<file path="src/pkg/gpio_pkg.sv">
package gpio_pkg;
  typedef logic [7:0] gpio_byte_type;
  localparam int NUM_PORTS = 5;
  localparam int PORT_W    = 8;
  localparam int PIN_W     = NUM_PORTS * PORT_W;
  localparam int SYNC_STAGES = 2;
  // ---------------------------------------------------------------
  // register map, port order 0,1,3,6,12
  // ---------------------------------------------------------------
  localparam logic [15:0] ADDR_LATCH [0:NUM_PORTS-1] =
    '{16'hff00, 16'hff01, 16'hff03, 16'hff06, 16'hff0c};
  localparam logic [15:0] ADDR_PULLUP [0:NUM_PORTS-1] =
    '{16'hff30, 16'hff31, 16'hff33, 16'h0000, 16'hff3c};
  localparam logic [NUM_PORTS-1:0] PULLUP_PRESENT = 5'h17;
  localparam gpio_byte_type LATCH_MASK [0:NUM_PORTS-1] =
    '{8'h03, 8'hff, 8'h0f, 8'h03, 8'h07};
  localparam gpio_byte_type PULLUP_MASK [0:NUM_PORTS-1] =
    '{8'h03, 8'hff, 8'h0f, 8'h00, 8'h01};
  localparam gpio_byte_type LATCH_RESET  = 8'h00;
  localparam gpio_byte_type PULLUP_RESET = 8'h00;
  localparam gpio_byte_type READ_NONE    = 8'h00;
  // ---------------------------------------------------------------
  // pin positions in the flat pin vectors
  // ---------------------------------------------------------------
  localparam int PIN_P00  = 0;
  localparam int PIN_P01  = 1;
  localparam int PIN_P10  = 8;
  localparam int PIN_P11  = 9;
  localparam int PIN_P12  = 10;
  localparam int PIN_P13  = 11;
  localparam int PIN_P14  = 12;
  localparam int PIN_P16  = 14;
  localparam int PIN_P17  = 15;
  localparam int PIN_P30  = 16;
  localparam int PIN_P33  = 19;
  localparam int PIN_P120 = 32;
  localparam int PIN_P121 = 33;
  localparam int PIN_P122 = 34;
  // alternate outputs that need latch 1 combine by and, the rest by or
  localparam logic [PIN_W-1:0] ALT_AND_PINS = 40'h0000000900;
  // clock pin mode select bit positions
  localparam int CLKMODE_EXT_BIT = 7;
  localparam int CLKMODE_OSC_BIT = 6;
endpackage : gpio_pkg

</file>
<file path="src/gpio_sync.sv">
`timescale 1ns/1ps
`default_nettype none
module gpio_sync #(
  parameter int WIDTH = 8
) (
  input  wire logic             clock,
  input  wire logic             reset,
  input  wire logic [WIDTH-1:0] async_in,
  output logic      [WIDTH-1:0] sync_out
);
  logic [WIDTH-1:0] meta_reg;
  // first stage feeds only the second stage
  always_ff @(posedge clock)
  begin
    if (reset)
    begin
      meta_reg <= '0;
      sync_out <= '0;
    end
    else
    begin
      meta_reg <= async_in;
      sync_out <= meta_reg;
    end
  end
endmodule : gpio_sync
`default_nettype wire

</file>
<file path="src/gpio_pin_cell.sv">
`timescale 1ns/1ps
`default_nettype none
module gpio_pin_cell #(
  parameter bit AND_MODE = 1'b0,
  parameter bit PRESENT  = 1'b1
) (
  input  wire logic clock,
  input  wire logic reset,
  input  wire logic latch_bit,
  input  wire logic dir_bit,
  input  wire logic pullup_bit,
  input  wire logic alt_en,
  input  wire logic alt_val,
  input  wire logic claimed,
  output logic      pin_out,
  output logic      pin_oe,
  output logic      pullup_on
);
  logic drive_next;
  logic oe_next;
  logic pu_next;
  // alternate output merges with the latch, so the latch idle level matters
  assign drive_next = alt_en ? (AND_MODE ? (latch_bit & alt_val)
                                         : (latch_bit | alt_val))
                             : latch_bit;
  // driver on only for direction 0, never while the oscillator owns the pin
  assign oe_next = PRESENT & ~dir_bit & ~claimed;
  // pull-up needs enable set, input mode and no alternate output
  assign pu_next = PRESENT & pullup_bit & dir_bit & ~alt_en & ~claimed;
  // registered so the pads see glitch-free levels
  always_ff @(posedge clock)
  begin
    if (reset)
    begin
      pin_out   <= 1'b0;
      pin_oe    <= 1'b0;
      pullup_on <= 1'b0;
    end
    else
    begin
      pin_out   <= drive_next & ~claimed;
      pin_oe    <= oe_next;
      pullup_on <= pu_next;
    end
  end
endmodule : gpio_pin_cell
`default_nettype wire

</file>
<file path="src/gpio_ports.sv">
`timescale 1ns/1ps
`default_nettype none
module gpio_ports (
  input  wire logic        clock,
  input  wire logic        reset,
  // cpu register access
  input  wire logic [15:0] bus_addr,
  input  wire logic        bus_wr,
  input  wire logic        bus_rd,
  input  wire logic        bus_bit_op,
  input  wire logic [2:0]  bus_bit_index,
  input  wire logic [7:0]  bus_wdata,
  output logic      [7:0]  bus_rdata,
  output logic             bus_rd_valid,
  // direction and clock mode from their owning registers
  input  wire logic [39:0] pin_direction_bit,
  input  wire logic [7:0]  clock_pin_mode_select_reg,
  // package pins
  input  wire logic [39:0] pin_in,
  output logic      [39:0] pin_out,
  output logic      [39:0] pin_oe,
  output logic      [39:0] pullup_connect,
  // alternate outputs from peripherals
  input  wire logic        timer0_out,
  input  wire logic        timer0_out_en,
  input  wire logic        serial_clock_pin_out,
  input  wire logic        serial_clock_pin_out_en,
  input  wire logic        serial_data_out,
  input  wire logic        serial_data_out_en,
  input  wire logic        uart_transmit_pin,
  input  wire logic        uart_transmit_pin_en,
  input  wire logic        timer_h_out,
  input  wire logic        timer_h_out_en,
  input  wire logic        timer5a_out,
  input  wire logic        timer5a_out_en,
  input  wire logic        timer5b_out,
  input  wire logic        timer5b_out_en,
  // alternate inputs to peripherals
  output logic             timer0_capture_in_a,
  output logic             timer0_capture_in_b,
  output logic             serial_clock_pin_in,
  output logic             serial_data_in,
  output logic             uart_receive_pin,
  output logic             timer5a_count_in,
  output logic             timer5b_count_in,
  output logic             ext_irq_in_zero,
  output logic      [2:0]  ext_irq_in_group,
  output logic             external_clock_in
);
  // local copies of package sizes
  localparam int NP = gpio_pkg::NUM_PORTS;
  localparam int PW = gpio_pkg::PORT_W;
  localparam int NW = gpio_pkg::PIN_W;

  // ---------------------------------------------------------------
  // helper functions
  // ---------------------------------------------------------------
  // address compare, shared by latch and pull-up decode
  function automatic logic addr_match(input logic [15:0] addr,
                                      input logic [15:0] target);
    addr_match = (addr == target);
  endfunction : addr_match

  // replace one bit of a byte image, used for every single-bit write
  function automatic gpio_pkg::gpio_byte_type bit_merge(
      input gpio_pkg::gpio_byte_type image,
      input logic [2:0]              index,
      input logic                    value);
    gpio_pkg::gpio_byte_type result;
    result        = image;
    result[index] = value;
    bit_merge     = result;
  endfunction : bit_merge

  // ---------------------------------------------------------------
  // pin synchroniser
  // ---------------------------------------------------------------
  logic [NW-1:0] pin_sync;

  // every read and every alternate input sees only the second stage
  // one instance keeps a pin's read bit and tap in step
  gpio_sync #(
    .WIDTH (NW)
  ) u_pin_sync (
    .clock    (clock),
    .reset    (reset),
    .async_in (pin_in),
    .sync_out (pin_sync)
  );

  // ---------------------------------------------------------------
  // oscillator pin ownership
  // ---------------------------------------------------------------
  logic          osc_sel;
  logic          ext_sel;
  logic          x1_mode;
  logic          external_clock_in_mode;
  logic [NW-1:0] claimed;

  // a mode change takes effect at the next edge
  assign osc_sel    = clock_pin_mode_select_reg[gpio_pkg::CLKMODE_OSC_BIT];
  assign ext_sel    = clock_pin_mode_select_reg[gpio_pkg::CLKMODE_EXT_BIT];
  // resonator mode takes both pins, external clock mode only the second
  assign x1_mode    = osc_sel & ~ext_sel;
  assign external_clock_in_mode = osc_sel & ext_sel;

  // a claimed pin ignores its direction and latch; selector 00 leaves plain i/o
  always_comb
  begin
    claimed                     = '0;
    claimed[gpio_pkg::PIN_P121] = x1_mode;
    claimed[gpio_pkg::PIN_P122] = osc_sel;
  end

  // ---------------------------------------------------------------
  // address decode
  // ---------------------------------------------------------------
  logic [NP-1:0] hit_latch;
  logic [NP-1:0] hit_pullup;
  logic          wr_bit;

  // bit writes carry their value in data bit 0
  assign wr_bit = bus_wdata[0];

  genvar gp;
  generate
    for (gp = 0; gp < NP; gp++)
    begin : g_decode
      assign hit_latch[gp]  = addr_match(bus_addr, gpio_pkg::ADDR_LATCH[gp]);
      // a port without pull-ups has no pull-up address at all
      assign hit_pullup[gp] = gpio_pkg::PULLUP_PRESENT[gp] &
                              addr_match(bus_addr, gpio_pkg::ADDR_PULLUP[gp]);
    end
  endgenerate

  // ---------------------------------------------------------------
  // per-port latches and pull-up enables
  // ---------------------------------------------------------------
  gpio_pkg::gpio_byte_type latch_reg   [0:NP-1];
  gpio_pkg::gpio_byte_type latch_next  [0:NP-1];
  gpio_pkg::gpio_byte_type pullup_reg  [0:NP-1];
  gpio_pkg::gpio_byte_type pullup_next [0:NP-1];

  // views and write images
  gpio_pkg::gpio_byte_type rd_view     [0:NP-1];
  gpio_pkg::gpio_byte_type latch_wval  [0:NP-1];
  gpio_pkg::gpio_byte_type pullup_wval [0:NP-1];
  gpio_pkg::gpio_byte_type dir_view    [0:NP-1];
  gpio_pkg::gpio_byte_type sync_view   [0:NP-1];
  gpio_pkg::gpio_byte_type claim_view  [0:NP-1];

  generate
    for (gp = 0; gp < NP; gp++)
    begin : g_port
      assign dir_view[gp]   = pin_direction_bit[gp*PW +: PW];
      assign sync_view[gp]  = pin_sync[gp*PW +: PW];
      assign claim_view[gp] = claimed[gp*PW +: PW];

      // read image: input bits show the pin, output bits show the latch;
      // any modify sequence by the cpu starts from this same image;
      // the pin half lags the pad by two edges
      assign rd_view[gp] = gpio_pkg::LATCH_MASK[gp] & ~claim_view[gp] &
                           ((dir_view[gp] & sync_view[gp]) |
                            (~dir_view[gp] & latch_reg[gp]));

      // a bit write rewrites the whole port from the read image, so an
      // input pin's latch picks up its pin level as a side effect
      assign latch_wval[gp] = gpio_pkg::LATCH_MASK[gp] &
                              (bus_bit_op ?
                               bit_merge(rd_view[gp], bus_bit_index, wr_bit) :
                               bus_wdata);

      // pull-up register has no pin side, so its image is the stored value
      assign pullup_wval[gp] = gpio_pkg::PULLUP_MASK[gp] &
                               (bus_bit_op ?
                                bit_merge(pullup_reg[gp], bus_bit_index, wr_bit) :
                                bus_wdata);

      // only a write loads; reads leave the latch alone
      assign latch_next[gp] = (bus_wr & hit_latch[gp]) ? latch_wval[gp]
                                                       : latch_reg[gp];
      assign pullup_next[gp] = (bus_wr & hit_pullup[gp]) ? pullup_wval[gp]
                                                         : pullup_reg[gp];

      // both registers clear on reset
      always_ff @(posedge clock)
      begin
        if (reset)
        begin
          latch_reg[gp]  <= gpio_pkg::LATCH_RESET;
          pullup_reg[gp] <= gpio_pkg::PULLUP_RESET;
        end
        else
        begin
          latch_reg[gp]  <= latch_next[gp];
          pullup_reg[gp] <= pullup_next[gp];
        end
      end
    end
  endgenerate

  // ---------------------------------------------------------------
  // read data path
  // ---------------------------------------------------------------
  gpio_pkg::gpio_byte_type rd_chain [0:NP];
  gpio_pkg::gpio_byte_type rd_mux;

  assign rd_chain[0] = gpio_pkg::READ_NONE;

  // or-chain of the selected images; an unmapped address reads zero
  // addresses are unique, so no priority is needed
  generate
    for (gp = 0; gp < NP; gp++)
    begin : g_rd
      assign rd_chain[gp+1] = rd_chain[gp] |
                              ({PW{hit_latch[gp]}}  & rd_view[gp]) |
                              ({PW{hit_pullup[gp]}} & pullup_reg[gp]);
    end
  endgenerate

  assign rd_mux = rd_chain[NP];

  // one-cycle read latency; rdata holds until the next read
  // valid answers every strobe, mapped or not
  always_ff @(posedge clock)
  begin
    if (reset)
    begin
      bus_rdata    <= gpio_pkg::READ_NONE;
      bus_rd_valid <= 1'b0;
    end
    else
    begin
      bus_rd_valid <= bus_rd;
      if (bus_rd)
      begin
        bus_rdata <= rd_mux;
      end
    end
  end

  // ---------------------------------------------------------------
  // alternate output routing
  // ---------------------------------------------------------------
  logic [NW-1:0] alt_en;
  logic [NW-1:0] alt_val;

  // peripherals only merge; software must set direction and latch level
  always_comb
  begin
    alt_en                      = '0;
    alt_val                     = '0;

    // port0 source
    alt_en[gpio_pkg::PIN_P01]   = timer0_out_en;
    alt_val[gpio_pkg::PIN_P01]  = timer0_out;

    // port1 sources
    alt_en[gpio_pkg::PIN_P10]   = serial_clock_pin_out_en;
    alt_val[gpio_pkg::PIN_P10]  = serial_clock_pin_out;
    alt_en[gpio_pkg::PIN_P12]   = serial_data_out_en;
    alt_val[gpio_pkg::PIN_P12]  = serial_data_out;
    alt_en[gpio_pkg::PIN_P13]   = uart_transmit_pin_en;
    alt_val[gpio_pkg::PIN_P13]  = uart_transmit_pin;
    alt_en[gpio_pkg::PIN_P16]   = timer_h_out_en;
    alt_val[gpio_pkg::PIN_P16]  = timer_h_out;
    alt_en[gpio_pkg::PIN_P17]   = timer5a_out_en;
    alt_val[gpio_pkg::PIN_P17]  = timer5a_out;

    // port3 source
    alt_en[gpio_pkg::PIN_P33]   = timer5b_out_en;
    alt_val[gpio_pkg::PIN_P33]  = timer5b_out;
  end

  // ---------------------------------------------------------------
  // pin cells
  // ---------------------------------------------------------------
  logic [NW-1:0] latch_flat;
  logic [NW-1:0] pullup_flat;

  // flatten the port arrays, one bit per cell
  genvar gb;
  generate
    for (gp = 0; gp < NP; gp++)
    begin : g_flat
      assign latch_flat[gp*PW +: PW]  = latch_reg[gp];
      assign pullup_flat[gp*PW +: PW] = pullup_reg[gp];
    end

    // absent bits get a cell with driver and pull-up held off
    for (gb = 0; gb < NW; gb++)
    begin : g_cell
      gpio_pin_cell #(
        .AND_MODE (gpio_pkg::ALT_AND_PINS[gb]),
        .PRESENT  (gpio_pkg::LATCH_MASK[gb/PW][gb%PW])
      ) u_cell (
        .clock      (clock),
        .reset      (reset),
        .latch_bit  (latch_flat[gb]),
        .dir_bit    (pin_direction_bit[gb]),
        .pullup_bit (pullup_flat[gb]),
        .alt_en     (alt_en[gb]),
        .alt_val    (alt_val[gb]),
        .claimed    (claimed[gb]),
        .pin_out    (pin_out[gb]),
        .pin_oe     (pin_oe[gb]),
        .pullup_on  (pullup_connect[gb])
      );
    end
  endgenerate

  // ---------------------------------------------------------------
  // alternate input taps
  // ---------------------------------------------------------------
  // taps are always live; the peripheral works only with direction input
  assign timer0_capture_in_a = pin_sync[gpio_pkg::PIN_P00];
  assign timer0_capture_in_b = pin_sync[gpio_pkg::PIN_P01];
  assign serial_clock_pin_in = pin_sync[gpio_pkg::PIN_P10];
  assign serial_data_in      = pin_sync[gpio_pkg::PIN_P11];
  assign uart_receive_pin    = pin_sync[gpio_pkg::PIN_P14];
  assign timer5a_count_in    = pin_sync[gpio_pkg::PIN_P17];
  assign timer5b_count_in    = pin_sync[gpio_pkg::PIN_P33];

  // interrupt inputs, group in pin order
  assign ext_irq_in_zero     = pin_sync[gpio_pkg::PIN_P120];
  assign ext_irq_in_group    = pin_sync[gpio_pkg::PIN_P30 +: 3];

  // external clock tap passes only in its mode; limited to well below
  // half the system clock because it is sampled, not a true clock path
  always_ff @(posedge clock)
  begin
    if (reset)
    begin
      external_clock_in <= 1'b0;
    end
    else
    begin
      external_clock_in <= external_clock_in_mode & pin_sync[gpio_pkg::PIN_P122];
    end
  end
endmodule : gpio_ports
`default_nettype wire

</file>
<file path="config.mk">
export PLATFORM = sky130hd
export DESIGN_NAME = gpio_ports
export DESIGN_NICKNAME = d
export VERILOG_FILES = /design/src/pkg/gpio_pkg.sv /design/src/gpio_sync.sv /design/src/gpio_pin_cell.sv /design/src/gpio_ports.sv
export SDC_FILE = /design/constraint.sdc
export NUM_CORES = 1
export LEC_CHECK = 0
export BUFFER_PORTS_ARGS = -buffer_cell sky130_fd_sc_hd__buf_2
export CELL_PAD_IN_SITES_DETAIL_PLACEMENT = 0
export CELL_PAD_IN_SITES_GLOBAL_PLACEMENT = 2
export CORE_MARGIN = 2
export CORE_UTILIZATION = 29
export CTS_BUF_LIST = sky130_fd_sc_hd__clkbuf_8 sky130_fd_sc_hd__clkbuf_16
export CTS_CLUSTER_DIAMETER = 50
export DETAILED_ROUTE_END_ITERATION = 10
export PLACE_DENSITY = 0.83
export SLEW_MARGIN = 10
export SYNTH_ARGS = -nofsm -noshare
export SYNTH_HDL_FRONTEND = slang
export SYNTH_SLANG_ARGS = --single-unit
</file>
<file path="constraint.sdc">
create_clock -name clock -period 4.97 [get_ports clock]
set_clock_uncertainty 0.15 [all_clocks]
set_input_delay 0.994 -clock clock [delete_from_list [all_inputs] [get_ports clock]]
set_output_delay 0.994 -clock clock [all_outputs]
set_load 0.01 [all_outputs]
</file>
; Yosys cells after proc, flatten, opt, wreduce, memory -nomap -nowiden
; Memory sizes are Yosys's and may differ from the RTL's.
; Index checks and enable logic that the tools add are counted.
[totals]
output_inout_bits = 141
latch_bits = 0
wordCells = 275
mem_bits_ro = 0
ff_bits = 168
mem_bits_rw = 80
input_bits = 134
memories = 2
[mem_list]
columns = name, depth, width, read_ports, rd_clocked_by_memory_dff, wr, line_no
row1 = latch_reg, 5, 8, 5, 0, 5, gpio_ports.sv:139  ; gpio_pkg::gpio_byte_type latch_reg [0:NP-1];
row2 = pullup_reg, 5, 8, 5, 0, 5, gpio_ports.sv:141  ; gpio_pkg::gpio_byte_type pullup_reg [0:NP-1];
[op_classes]
shifts = 0
n_addsub = 0
multipliers = 0
n_bitwise = 129
magnitude_cmp = 2
mux = 49
eq_ne = 9
div_mod_pow = 0
n_reduce_logical = 1
[op_table]
columns = operator, count
row1 = $mux W8, 21
row2 = $eq A16 B16 Y1 const B, 9
row3 = $and A8 B8 Y8, 10
row4 = $or A8 B8 Y8, 10
row5 = $bwmux W8, 9
row6 = $and A1 B1 Y1, 46
row7 = $not A1 Y1, 29
row8 = $and A8 B2 Y8, 2
row9 = $not A8 Y8, 2
row10 = $or A1 B1 Y1, 15
row11 = $mux W1, 12
row12 = $and A2 B2 Y2, 4
row13 = $and A3 B8 Y8, 1
row14 = $and A4 B4 Y4, 2
row15 = $and A8 B4 Y8, 1
row16 = $mux W4, 2
row17 = $mux W2, 3
row18 = $lt A3 B4 Y1 const B, 1
row19 = $not A2 Y2, 2
row20 = $not A4 Y4, 1
row21 = $or A2 B2 Y2, 2
row22 = $or A4 B4 Y4, 1
row23 = $demux W1 S3, 1
row24 = $ge A3 B1 Y1 const B, 1
row25 = other kinds (3), 3

; Logic depth before layout (Yosys ltp)
; Gate-level depths: netlist (run 1).
[logic_depth]
ltp_word = 12
mapped_depth = 7
mapped_depth_nobuf = 5

; Cells and area by module
; A second synthesis (run 1) with hierarchy kept.
[hier_totals]
cells_unflattened = 763
hier_area_um2 = 7763.7
[modules_own_cells]
columns = module, seq_area_each_um2, instances, cells_each, area_each_um2
row1 = gpio_ports, 880.8, 1, 317, 2652.5
row2 = gpio_sync, 1601.5, 1, 168, 2142.1
row3 = gpio_pin_cell (g_cell[0].u_cell ...), 60.1, 17, 8, 91.3
row4 = gpio_pin_cell (g_cell[20].u_cell ...), 20.0, 21, 6, 57.6
row5 = gpio_pin_cell (g_cell[11].u_cell ...), 60.1, 2, 8, 103.8

; Worst setup path before layout (run 1)
; Ideal clock, no wire load.
[synth_timing]
kind = input port to flip-flop
start = input bus_addr[2]
end = memory latch_reg[1][6] in the netlist's numbering
t_required_ns = 4.741
setup_ns = 0.079
path_stages = 7
t_arrival_ns = 2.608
n_path_buf = 2
path_slack_ns = 2.132
cell_sequence = buf_2 > or4b_4 > nor4_4 > and2_4 > buf_6 > nor2_1 > a211oi_2
[synth_lines]
columns = item, line_no
row1 = "start, declared", gpio_ports.sv:7  ; input wire logic [15:0] bus_addr,
row2 = "end, declared", gpio_ports.sv:139

; Final worst setup path (run 1)
[layout_timing]
start = input bus_addr[3]
end = register bus_rdata[3]
[layout_via]
elab_chain_len = 10
elab_cells_between_ends = 26
classes_between = 9 x eq/ne / 17 x bitwise
[layout_rtl]
columns = item, line_no
row1 = $eq A16 B16 Y1, gpio_ports.sv:61  ; addr_match = (addr == target);
row2 = $and A8 B2 Y8 / $and A8 B8 Y8 (equally long branches), "gpio_ports.sv:216, gpio_ports.sv:217"
row3 = $or A8 B8 Y8, gpio_ports.sv:216  ; ({PW{hit_latch[gp]}} & rd_view[gp]) |
row4 = $or A8 B8 Y8, gpio_ports.sv:215  ; assign rd_chain[gp+1] = rd_chain[gp] |
row5 = $or A8 B8 Y8, gpio_ports.sv:216
row6 = $or A8 B8 Y8, gpio_ports.sv:215
row7 = $or A8 B8 Y8, gpio_ports.sv:216
row8 = $or A8 B8 Y8 (2 in a row), gpio_ports.sv:215
row9 = $or A8 B8 Y8 *, gpio_ports.sv:216
row10 = "end signal, assigned", gpio_ports.sv:229  ; bus_rdata <= gpio_pkg::READ_NONE;
row11 = "end signal, assigned", gpio_ports.sv:237  ; bus_rdata <= rd_mux;
row12 = "end, declared", gpio_ports.sv:13  ; output logic [7:0] bus_rdata,
; Every way passes the cells marked *; elsewhere a longest branch is shown, timed or not.
; A chain may end at the register's enable or synchronous reset.

==> results of run 1 <==
## how the worst max path moves through the flow
| stage | to | slack, ns | cells past startpoint | start |
|---|---|---|---|---|
| after floorplan | latch_reg[1][6] | 2.13 | 7 | bus_addr[2] |
| after global placement | latch_reg[1][4] | 1.66 | 6 | bus_addr[1] |
| after detailed placement | bus_rdata[3] | 1.62 | 6 | bus_addr[3] |
| after CTS | bus_rdata[3] | 2.05 | 6 | bus_addr[3] |
| after global routing | bus_rdata[3] | 1.97 | 6 | bus_addr[3] |
| final | bus_rdata[3] | 2.01 | 6 | bus_addr[3] |
## cell usage in the layout (no fill, tap or decap), types with 4 or more instances in the layout
| cell | count |
|---|---|
| sky130_fd_sc_hd__clkbuf_8 | 4 |
| sky130_fd_sc_hd__clkbuf_16 | 17 |
| sky130_fd_sc_hd__a211oi_1 | 6 |
| sky130_fd_sc_hd__conb_1 | 67 |
| sky130_fd_sc_hd__nand2b_1 | 4 |
| sky130_fd_sc_hd__nand2_1 | 34 |
| sky130_fd_sc_hd__inv_1 | 10 |
| sky130_fd_sc_hd__o21ai_0 | 11 |
| sky130_fd_sc_hd__dfxtp_1 | 135 |
| sky130_fd_sc_hd__nand4_1 | 9 |
| sky130_fd_sc_hd__a31oi_1 | 6 |
| sky130_fd_sc_hd__o31ai_1 | 4 |
| sky130_fd_sc_hd__a32oi_1 | 6 |
| sky130_fd_sc_hd__mux2i_1 | 30 |
| sky130_fd_sc_hd__a21oi_1 | 12 |
| sky130_fd_sc_hd__mux2_2 | 10 |
| sky130_fd_sc_hd__nand3_1 | 18 |
| sky130_fd_sc_hd__clkinv_2 | 5 |
| sky130_fd_sc_hd__nor2b_1 | 58 |
| sky130_fd_sc_hd__buf_2 | 158 |
| sky130_fd_sc_hd__nor3_1 | 10 |
| sky130_fd_sc_hd__nor3b_1 | 5 |
| sky130_fd_sc_hd__o21ai_1 | 4 |
| sky130_fd_sc_hd__nor2_1 | 73 |
## cell usage after synthesis (2+ instances only)
cell type / n / area share, %
sky130_fd_sc_hd__nor2_1: 73 / 4.5
sky130_fd_sc_hd__mux2_2: 10 / 1.9
sky130_fd_sc_hd__nor3b_1: 5 / 0.62
sky130_fd_sc_hd__nand2_1: 34 / 2.1
sky130_fd_sc_hd__nand3_1: 18 / 1.5
sky130_fd_sc_hd__clkbuf_1: 27 / 1.7
sky130_fd_sc_hd__a31oi_1: 6 / 0.62
sky130_fd_sc_hd__a21oi_1: 12 / 0.99
sky130_fd_sc_hd__a311oi_1: 2 / 0.29
sky130_fd_sc_hd__nor2b_1: 58 / 6.0
sky130_fd_sc_hd__a211oi_2: 2 / 0.41
sky130_fd_sc_hd__o22ai_1: 2 / 0.21
sky130_fd_sc_hd__o21ai_0: 11 / 0.91
sky130_fd_sc_hd__a32oi_1: 6 / 0.87
sky130_fd_sc_hd__nor3_1: 11 / 0.91
sky130_fd_sc_hd__and3_1: 2 / 0.21
sky130_fd_sc_hd__a41oi_1: 2 / 0.29
sky130_fd_sc_hd__nand3b_1: 3 / 0.37
sky130_fd_sc_hd__buf_1: 2 / 0.12
sky130_fd_sc_hd__nand2b_1: 4 / 0.41
sky130_fd_sc_hd__a211oi_1: 6 / 0.75
sky130_fd_sc_hd__a31o_2: 2 / 0.29
sky130_fd_sc_hd__or3b_1: 2 / 0.29
sky130_fd_sc_hd__nand4_2: 2 / 0.41
sky130_fd_sc_hd__buf_6: 2 / 0.37
sky130_fd_sc_hd__inv_1: 8 / 0.50
sky130_fd_sc_hd__nand4_1: 9 / 0.93
sky130_fd_sc_hd__nand4bb_1: 2 / 0.37
sky130_fd_sc_hd__nor4_1: 3 / 0.31
sky130_fd_sc_hd__mux2i_1: 30 / 5.0
sky130_fd_sc_hd__buf_4: 123 / 15
sky130_fd_sc_hd__o21ai_1: 4 / 0.33
sky130_fd_sc_hd__o21bai_1: 3 / 0.37
sky130_fd_sc_hd__o31ai_1: 4 / 0.50
sky130_fd_sc_hd__dfxtp_1: 135 / 45
sky130_fd_sc_hd__a222oi_1: 2 / 0.33
sky130_fd_sc_hd__nor4bb_1: 3 / 0.50
## power by group through the flow
| stage | logic, mW | registers (mW) | clock network, mW |
|---|---|---|---|
| global route | 0.214 | 1.12 | 1.20 |
| floorplan | 0.164 | 1.14 | 0 |
| detailed placement | 0.195 | 1.14 | 0 |
| finish | 0.194 | 1.12 | 1.11 |
| global placement | 0.195 | 1.14 | 0 |
| CTS | 0.195 | 1.12 | 1.15 |
## stage by stage
| stage | hold WS, ns | cells | total power, mW |
|---|---|---|---|
| floorplan | 0.264 | 719 | 1.31 |
| global placement | 0.270 | 996 | 1.34 |
| detailed placement | 0.270 | 996 | 1.34 |
| CTS | 0.284 | 1024 | 2.47 |
| global route | 0.290 | 1024 | 2.54 |
| finish | 0.281 | 1024 | 2.43 |
## layout make-up
cell class | instances | area [um2]
inverters | 8 | 30.0
multi-input cells | 421 | 2500
flip-flops and latches | 135 | 2700
clock inverters | 7 | 32.5
clock buffers | 21 | 480
well taps | 270 | 338
repair buffers | 162 | 833
fillers | 2154 | 13400
## critical path, delay by kind of cell
family | cells | cell delay (ns)
and+or+nand+nor | 4 | 1.74
buffers and inverters | 1 | 0.16
AOI/OAI and AO/OA | 1 | 0.24
## kinds of logic (layout without fill, tap and decap cells)
group	count (synthesis)	count (layout)	share of synthesized area [%]
simple gates	242	242	21.9
buf+inv	163	198	18.0
flops	135	135	44.8
compound gates	72	72	8.39
mux	40	40	6.84
other cells	1	67	0.0621
## metal layers
| metal | vias up | GRT usage [%] |
|---|---|---|
| met2 | 172 | 20.0 |
| met5 | - | 0 |
| met3 | 8 | 3.56 |
| li1 | 2202 | - |
| met4 | 0 | 4.67 |
| met1 | 1951 | 19.0 |
==> run_results.csv, run 1 <==
group,metric,value,unit
timing,slew_violations,0,
worst_setup_path,timing.rr.end,"bus_rdata[1]",
clocking,insertion_delay,0.41,ns
drt,highest-signal-layer,"met4",
cells_and_area,finalNetCount,879,
clocking,cts.sink_count,135,
drt,detailed_routing_wirelength_on_met1,7540,um
clocking,ctsHtreeMaxLevel,4,
worst_setup_path,worst_r2r_path_depth,5,
worst_setup_path,critPathMaxFanout,9,
clocking,cts_hold_buf,0,
pwr,comb_power_share,8.0,%
place,pre_cts_ws,1.62,ns
worst_setup_path,arrival_worst_endpoint,3.14,ns
timing,final_period_demand_of_the_worst_path,2.96,ns
cells_and_area,utilization,34.0,%
outcome,outcome,"completed",
timing,final_min_period_over_clock_period,59.5,%
pwr,share_seq_of_total_power,46.2,%
timing,slew_headroom,16.0,%
timing,setup-tns-final,0,ns
place,gp_routability_congestion,0.756,
worst_setup_path,cpPeakStageDelay,1.00,ns
drt,routed_wl,15100,um
global_routing,grt_pass1_vias,3957,
drt,antenna_left,0,
floorplan,core_area,20400,um2
floorplan,die_area,22000,um2
yosys,yosys_register_bits,135,
floorplan,die_width,148,um
drt,met3_length,1020,um
drt,detail_route.vias_per_cell,4.23,
run,timing.max_cap.violations,0,
timing,final_hold_viol_count,0,
clocking,post_cts_buffers,0,
floorplan,ios,275,
drt,number_of_design_rule_violations_left_by_the_first_detailed_router_iteration,224,
place,dp_hpwl,10900,um
timing,finalSetupViolations,0,
yosys,synth_enable_flop_cells,0,
worst_setup_path,slowest_stage,"sky130_fd_sc_hd__nor4_1",
clocking,clkTransAtPathRegs,0.05,ns
global_routing,pin_count_of_the_biggest_net_entering_global_routing,76,
min_path,hold_start,"u_pin_sync.meta_reg[18]",
yosys,synth_warnings,0,
worst_setup_path,worst-setup-path-type,"in -> reg",
yosys,syn_area,6040,um2
yosys,ys_async_sr_fraction,0,%
cells_and_area,antenna_cells,0,
pwr,p_int,1.85,mW
timing,highest_clock_frequency_the_design_can_meet,338,MHz
yosys,ys_seq_area_share,44.8,%
global_routing,groute.usage.overall,13.5,%
clocking,clock_tree.buffer_depth,2,
min_path,whs_endpoint,"u_pin_sync.sync_out[18]",
yosys,postSynthAreaPerCell,9.25,um2
timing,setup_ws,2.01,ns
yosys,netlist-cell-type-count,60,
worst_setup_path,end_kind,"flop",
worst_setup_path,cp_cell_sequence,"buf_2, nand4bb_1, nor4_1, a22oi_1, and3_1, nor3_1",
pwr,power.net_switching,575,uW
drt,drc,0,
worst_setup_path,crit-reg2reg-launch,"latch_reg[4][1]",
drt,wire_per_inst,14.8,um
pwr,switching_share,23.7,%
pwr,clockPowerShare,45.8,%
global_routing,global_route_wire_length_before_repair,22400,um
cells_and_area,final_design_area_no_fill,6920,um2
global_routing,grt_antenna_before_repair,0,
timing,grt_setup_unrepaired,"no",
floorplan,core.rowCount,52,
drt,met2WireLength,6430,um
min_path,hold_path_class,"reg -> reg",
clocking,cts_made_buffers,17,
place,buffer_ports.inserted,159,
min_path,min_path_cells,1,
floorplan,initial_cell_density_of_the_core,29.7,%
worst_setup_path,worstPathRequired,5.15,ns
worst_setup_path,reg_to_reg_slack_setup,3.50,ns
timing,slew_at_the_pin_closest_to_its_max_slew_limit,1.25,ns
drt,drt_pre_antenna_iters,4,
pwr,power_per_cell_area,351,nW/um2
pwr,leakage,3.18,nW
yosys,postSynthCellCount,653,
yosys,yosys_most_used_dff,"sky130_fd_sc_hd__dfxtp_1",
drt,dr_total_vias,4333,
cells_and_area,area_growth,14.5,%
cells_and_area,final_layout_size_suffix_gt1_share,28.8,%
worst_setup_path,critPathLaunchType,"input pin",
global_routing,globalRoute.totalOverflow,0,
clocking,tritoncts,"yes",
floorplan,chipHeight,148,um
clocking,post_cts_resize_count,0,
pwr,power.ir.vdd_worst,0.205,mV
place,placement.cell_area,6400,um2
clocking,cts.root.buffer_cell,"sky130_fd_sc_hd__clkbuf_16",
(Power assumes the default switching activity.)
==> run 2, diff against run 1 <==
ABC_AREA = 1   (was unset)
CORE_UTILIZATION = 23   (was 29)
PLACE_DENSITY = 0.74   (was 0.83)
clock period = 2.37 ns   (was 4.97 ns; I/O delays follow)
==> run 2 against run 1 <==
  * Via count rose by 13%
  * Cell count is 23% higher
  * Sequential share of layout area is 2.0 points lower
  * Die area rose by 28%
  * Setup slack worse by 1.3 ns
  * Combinational power rose by 110%
  * Critical path type is now reg -> out
  * Largest cell class unchanged
==> run_results.csv, run 2 <==
group,metric,value,unit
drt,number_of_design_rule_violations_left_by_the_first_detailed_router_iteration,222,
clocking,post_cts_resize_count,0,
run,timing.max_cap.violations,0,
clocking,insertion_delay,0.42,ns
clocking,ctsHtreeMaxLevel,4,
clocking,tritoncts,"yes",
worst_setup_path,reg_to_reg_slack_setup,0.87,ns
worst_setup_path,cp_cell_sequence,"buf_2",
timing,slew_violations,0,
drt,dr_total_vias,4877,
cells_and_area,final_design_area_no_fill,7290,um2
global_routing,groute.usage.overall,12.3,%
yosys,netlist-cell-type-count,35,
cells_and_area,most_used_cells_in_the_layout_excluding_fill_and_tap_cells,"sky130_fd_sc_hd__buf_2, sky130_fd_sc_hd__dfxtp_1, sky130_fd_sc_hd__nand2_1",
drt,drt_pre_antenna_iters,4,
pwr,leakage,3.53,nW
clocking,cts_made_buffers,17,
yosys,postSynthCellCount,800,
yosys,synthMostInstantiatedCell,"sky130_fd_sc_hd__dfxtp_1",
worst_setup_path,worst-setup-path-type,"reg -> out",
yosys,ys_seq_area_share,43.8,%
worst_setup_path,crit-reg2reg-launch,"latch_reg[1][1]",
place,placement.cell_area,6640,um2
worst_setup_path,slowest_stage,"sky130_fd_sc_hd__dfxtp_1",
timing,setup-tns-final,0,ns
floorplan,die_width,168,um
timing,final_min_period_over_clock_period,70.7,%
timing,final_period_demand_of_the_worst_path,1.68,ns
worst_setup_path,worstPathRequired,1.75,ns
timing,final_hold_viol_count,0,
yosys,synth_enable_flop_cells,0,
yosys,netlist.area_leader.share,43.8,%
pwr,power.ir.vdd_worst,0.317,mV
min_path,hold_path_class,"in -> reg",
floorplan,chipHeight,168,um
floorplan,core.rowCount,59,
drt,wire_per_inst,13.7,um
clocking,clkTransAtPathRegs,0.06,ns
yosys,ys_async_sr_fraction,0,%
outcome,outcome,"completed",
yosys,postSynthAreaPerCell,7.70,um2
clocking,cts.sink_count,135,
yosys,synth_top_cell_by_area,"sky130_fd_sc_hd__dfxtp_1",
yosys,syn_area,6160,um2
global_routing,global_route_wire_length_before_repair,26000,um
worst_setup_path,critical_path_buf_inv_count,1,
worst_setup_path,critical_path.top_delay_family,"flip-flops",
timing,finalSetupViolations,0,
cells_and_area,most_common_cell_after_layout_fill_and_taps_aside,"sky130_fd_sc_hd__buf_2",
yosys,yosys_most_used_dff,"sky130_fd_sc_hd__dfxtp_1",
yosys,yosys_register_bits,135,
floorplan,die_area,28100,um2
floorplan,ios,275,
clocking,clock_tree.buffer_depth,2,
drt,routed_wl,17100,um
worst_setup_path,end_kind,"output pin",
pwr,power_per_cell_area,780,nW/um2
worst_setup_path,arrival_worst_endpoint,1.05,ns
yosys,netlist_top_cells_count,"sky130_fd_sc_hd__dfxtp_1, sky130_fd_sc_hd__buf_4, sky130_fd_sc_hd__nand2_1",
drt,antenna_left,0,
floorplan,core_area,26200,um2
worst_setup_path,critPathLaunchType,"flop",
drt,detail_route.vias_per_cell,3.89,
global_routing,pin_count_of_the_biggest_net_entering_global_routing,95,
global_routing,grt_antenna_before_repair,3,
cells_and_area,area_growth,18.3,%
min_path,hold_start,"timer_h_out_en",
global_routing,grt_pass1_vias,4529,
cells_and_area,n_fill_cell,2899,
clocking,post_cts_buffers,0,
clocking,cts_hold_buf,0,
place,buffer_ports.inserted,159,
timing,slew_headroom,60.4,%
clocking,cts.root.buffer_cell,"sky130_fd_sc_hd__clkbuf_16",
timing,grt_setup_unrepaired,"no",
place,gp_routability_congestion,0.803,
global_routing,globalRoute.totalOverflow,0,
drt,drc,0,
worst_setup_path,critPathMaxFanout,2,
cells_and_area,final_layout_size_suffix_gt1_share,25.1,%
timing,highest_clock_frequency_the_design_can_meet,597,MHz
place,dp_hpwl,12800,um
cells_and_area,finalNetCount,1040,
yosys,post_synth_main_area_contributors,"sky130_fd_sc_hd__dfxtp_1, sky130_fd_sc_hd__buf_4, sky130_fd_sc_hd__nand2_1",
worst_setup_path,startpoint,"u_pin_sync.sync_out[1]",
yosys,synth_warnings,0,
worst_setup_path,cpPeakStageDelay,0.45,ns
floorplan,initial_cell_density_of_the_core,23.5,%
timing,slew_at_the_pin_closest_to_its_max_slew_limit,0.588,ns
[run 2: report_power, final]
group	leakage (nW)	switching, mW	internal, mW
Clock	0.315	1.04	1.89
Sequential	1.10	0.0198	2.33
Combinational	2.11	0.281	0.133
[run 2: cell type report]
cell class                 instances  area, um2  area share (%)
clock buffer                      18        439            6.02
clock inverter                    14        208            2.85
inverter                          99        374            5.13
antenna                            1       2.50          0.0343
multi-input combinational        489       2300            31.5
sequential                       135       2700            37.1
tap                              335        419            5.75
timing repair buffer             164        848            11.6
[run 2: per-stage QoR]
step | total power, mW | utilization, % | hold slack (ns) | cells | worst slack (ns)
CTS | 5.79 | 27.8 | 0.0486 | 1254 | 0.680
finish | 5.69 | 27.8 | 0.0705 | 1255 | 0.694
global route | 5.93 | 27.8 | 0.0620 | 1255 | 0.648
floorplan | 2.73 | - | 0.238 | 866 | 0.778
global placement | 2.82 | 25.3 | 0.240 | 1222 | 0.375
detailed placement | 2.82 | 25.3 | 0.242 | 1222 | 0.366
[run 2: layer usage]
metal	GRT usage, %	up-vias	share of wire, %
met5	0	-	0
met4	5.44	0	2.1
met3	3.05	20	6.6
met2	17.4	192	42
met1	17.4	2125	49
li1	-	2540	-
[run 2: kinds of logic (layout without fill, tap and decap cells)]
family	after synthesis	in the layout	synth area share (%)
AOI/OAI and AO/OA	129	129	11.3
buffers and inverters	242	295	22.9
DFF	135	135	43.8
other	1	68	0.0608
and+or+nand+nor	293	293	21.9
[run 2: final timing paths]
path         depth (start not counted)                          end
max                                  1          timer0_capture_in_b
min                                  2  g_cell[14].u_cell.pullup_on
max reg2reg                          6                 bus_rdata[1]
min reg2reg                          2      u_pin_sync.sync_out[17]
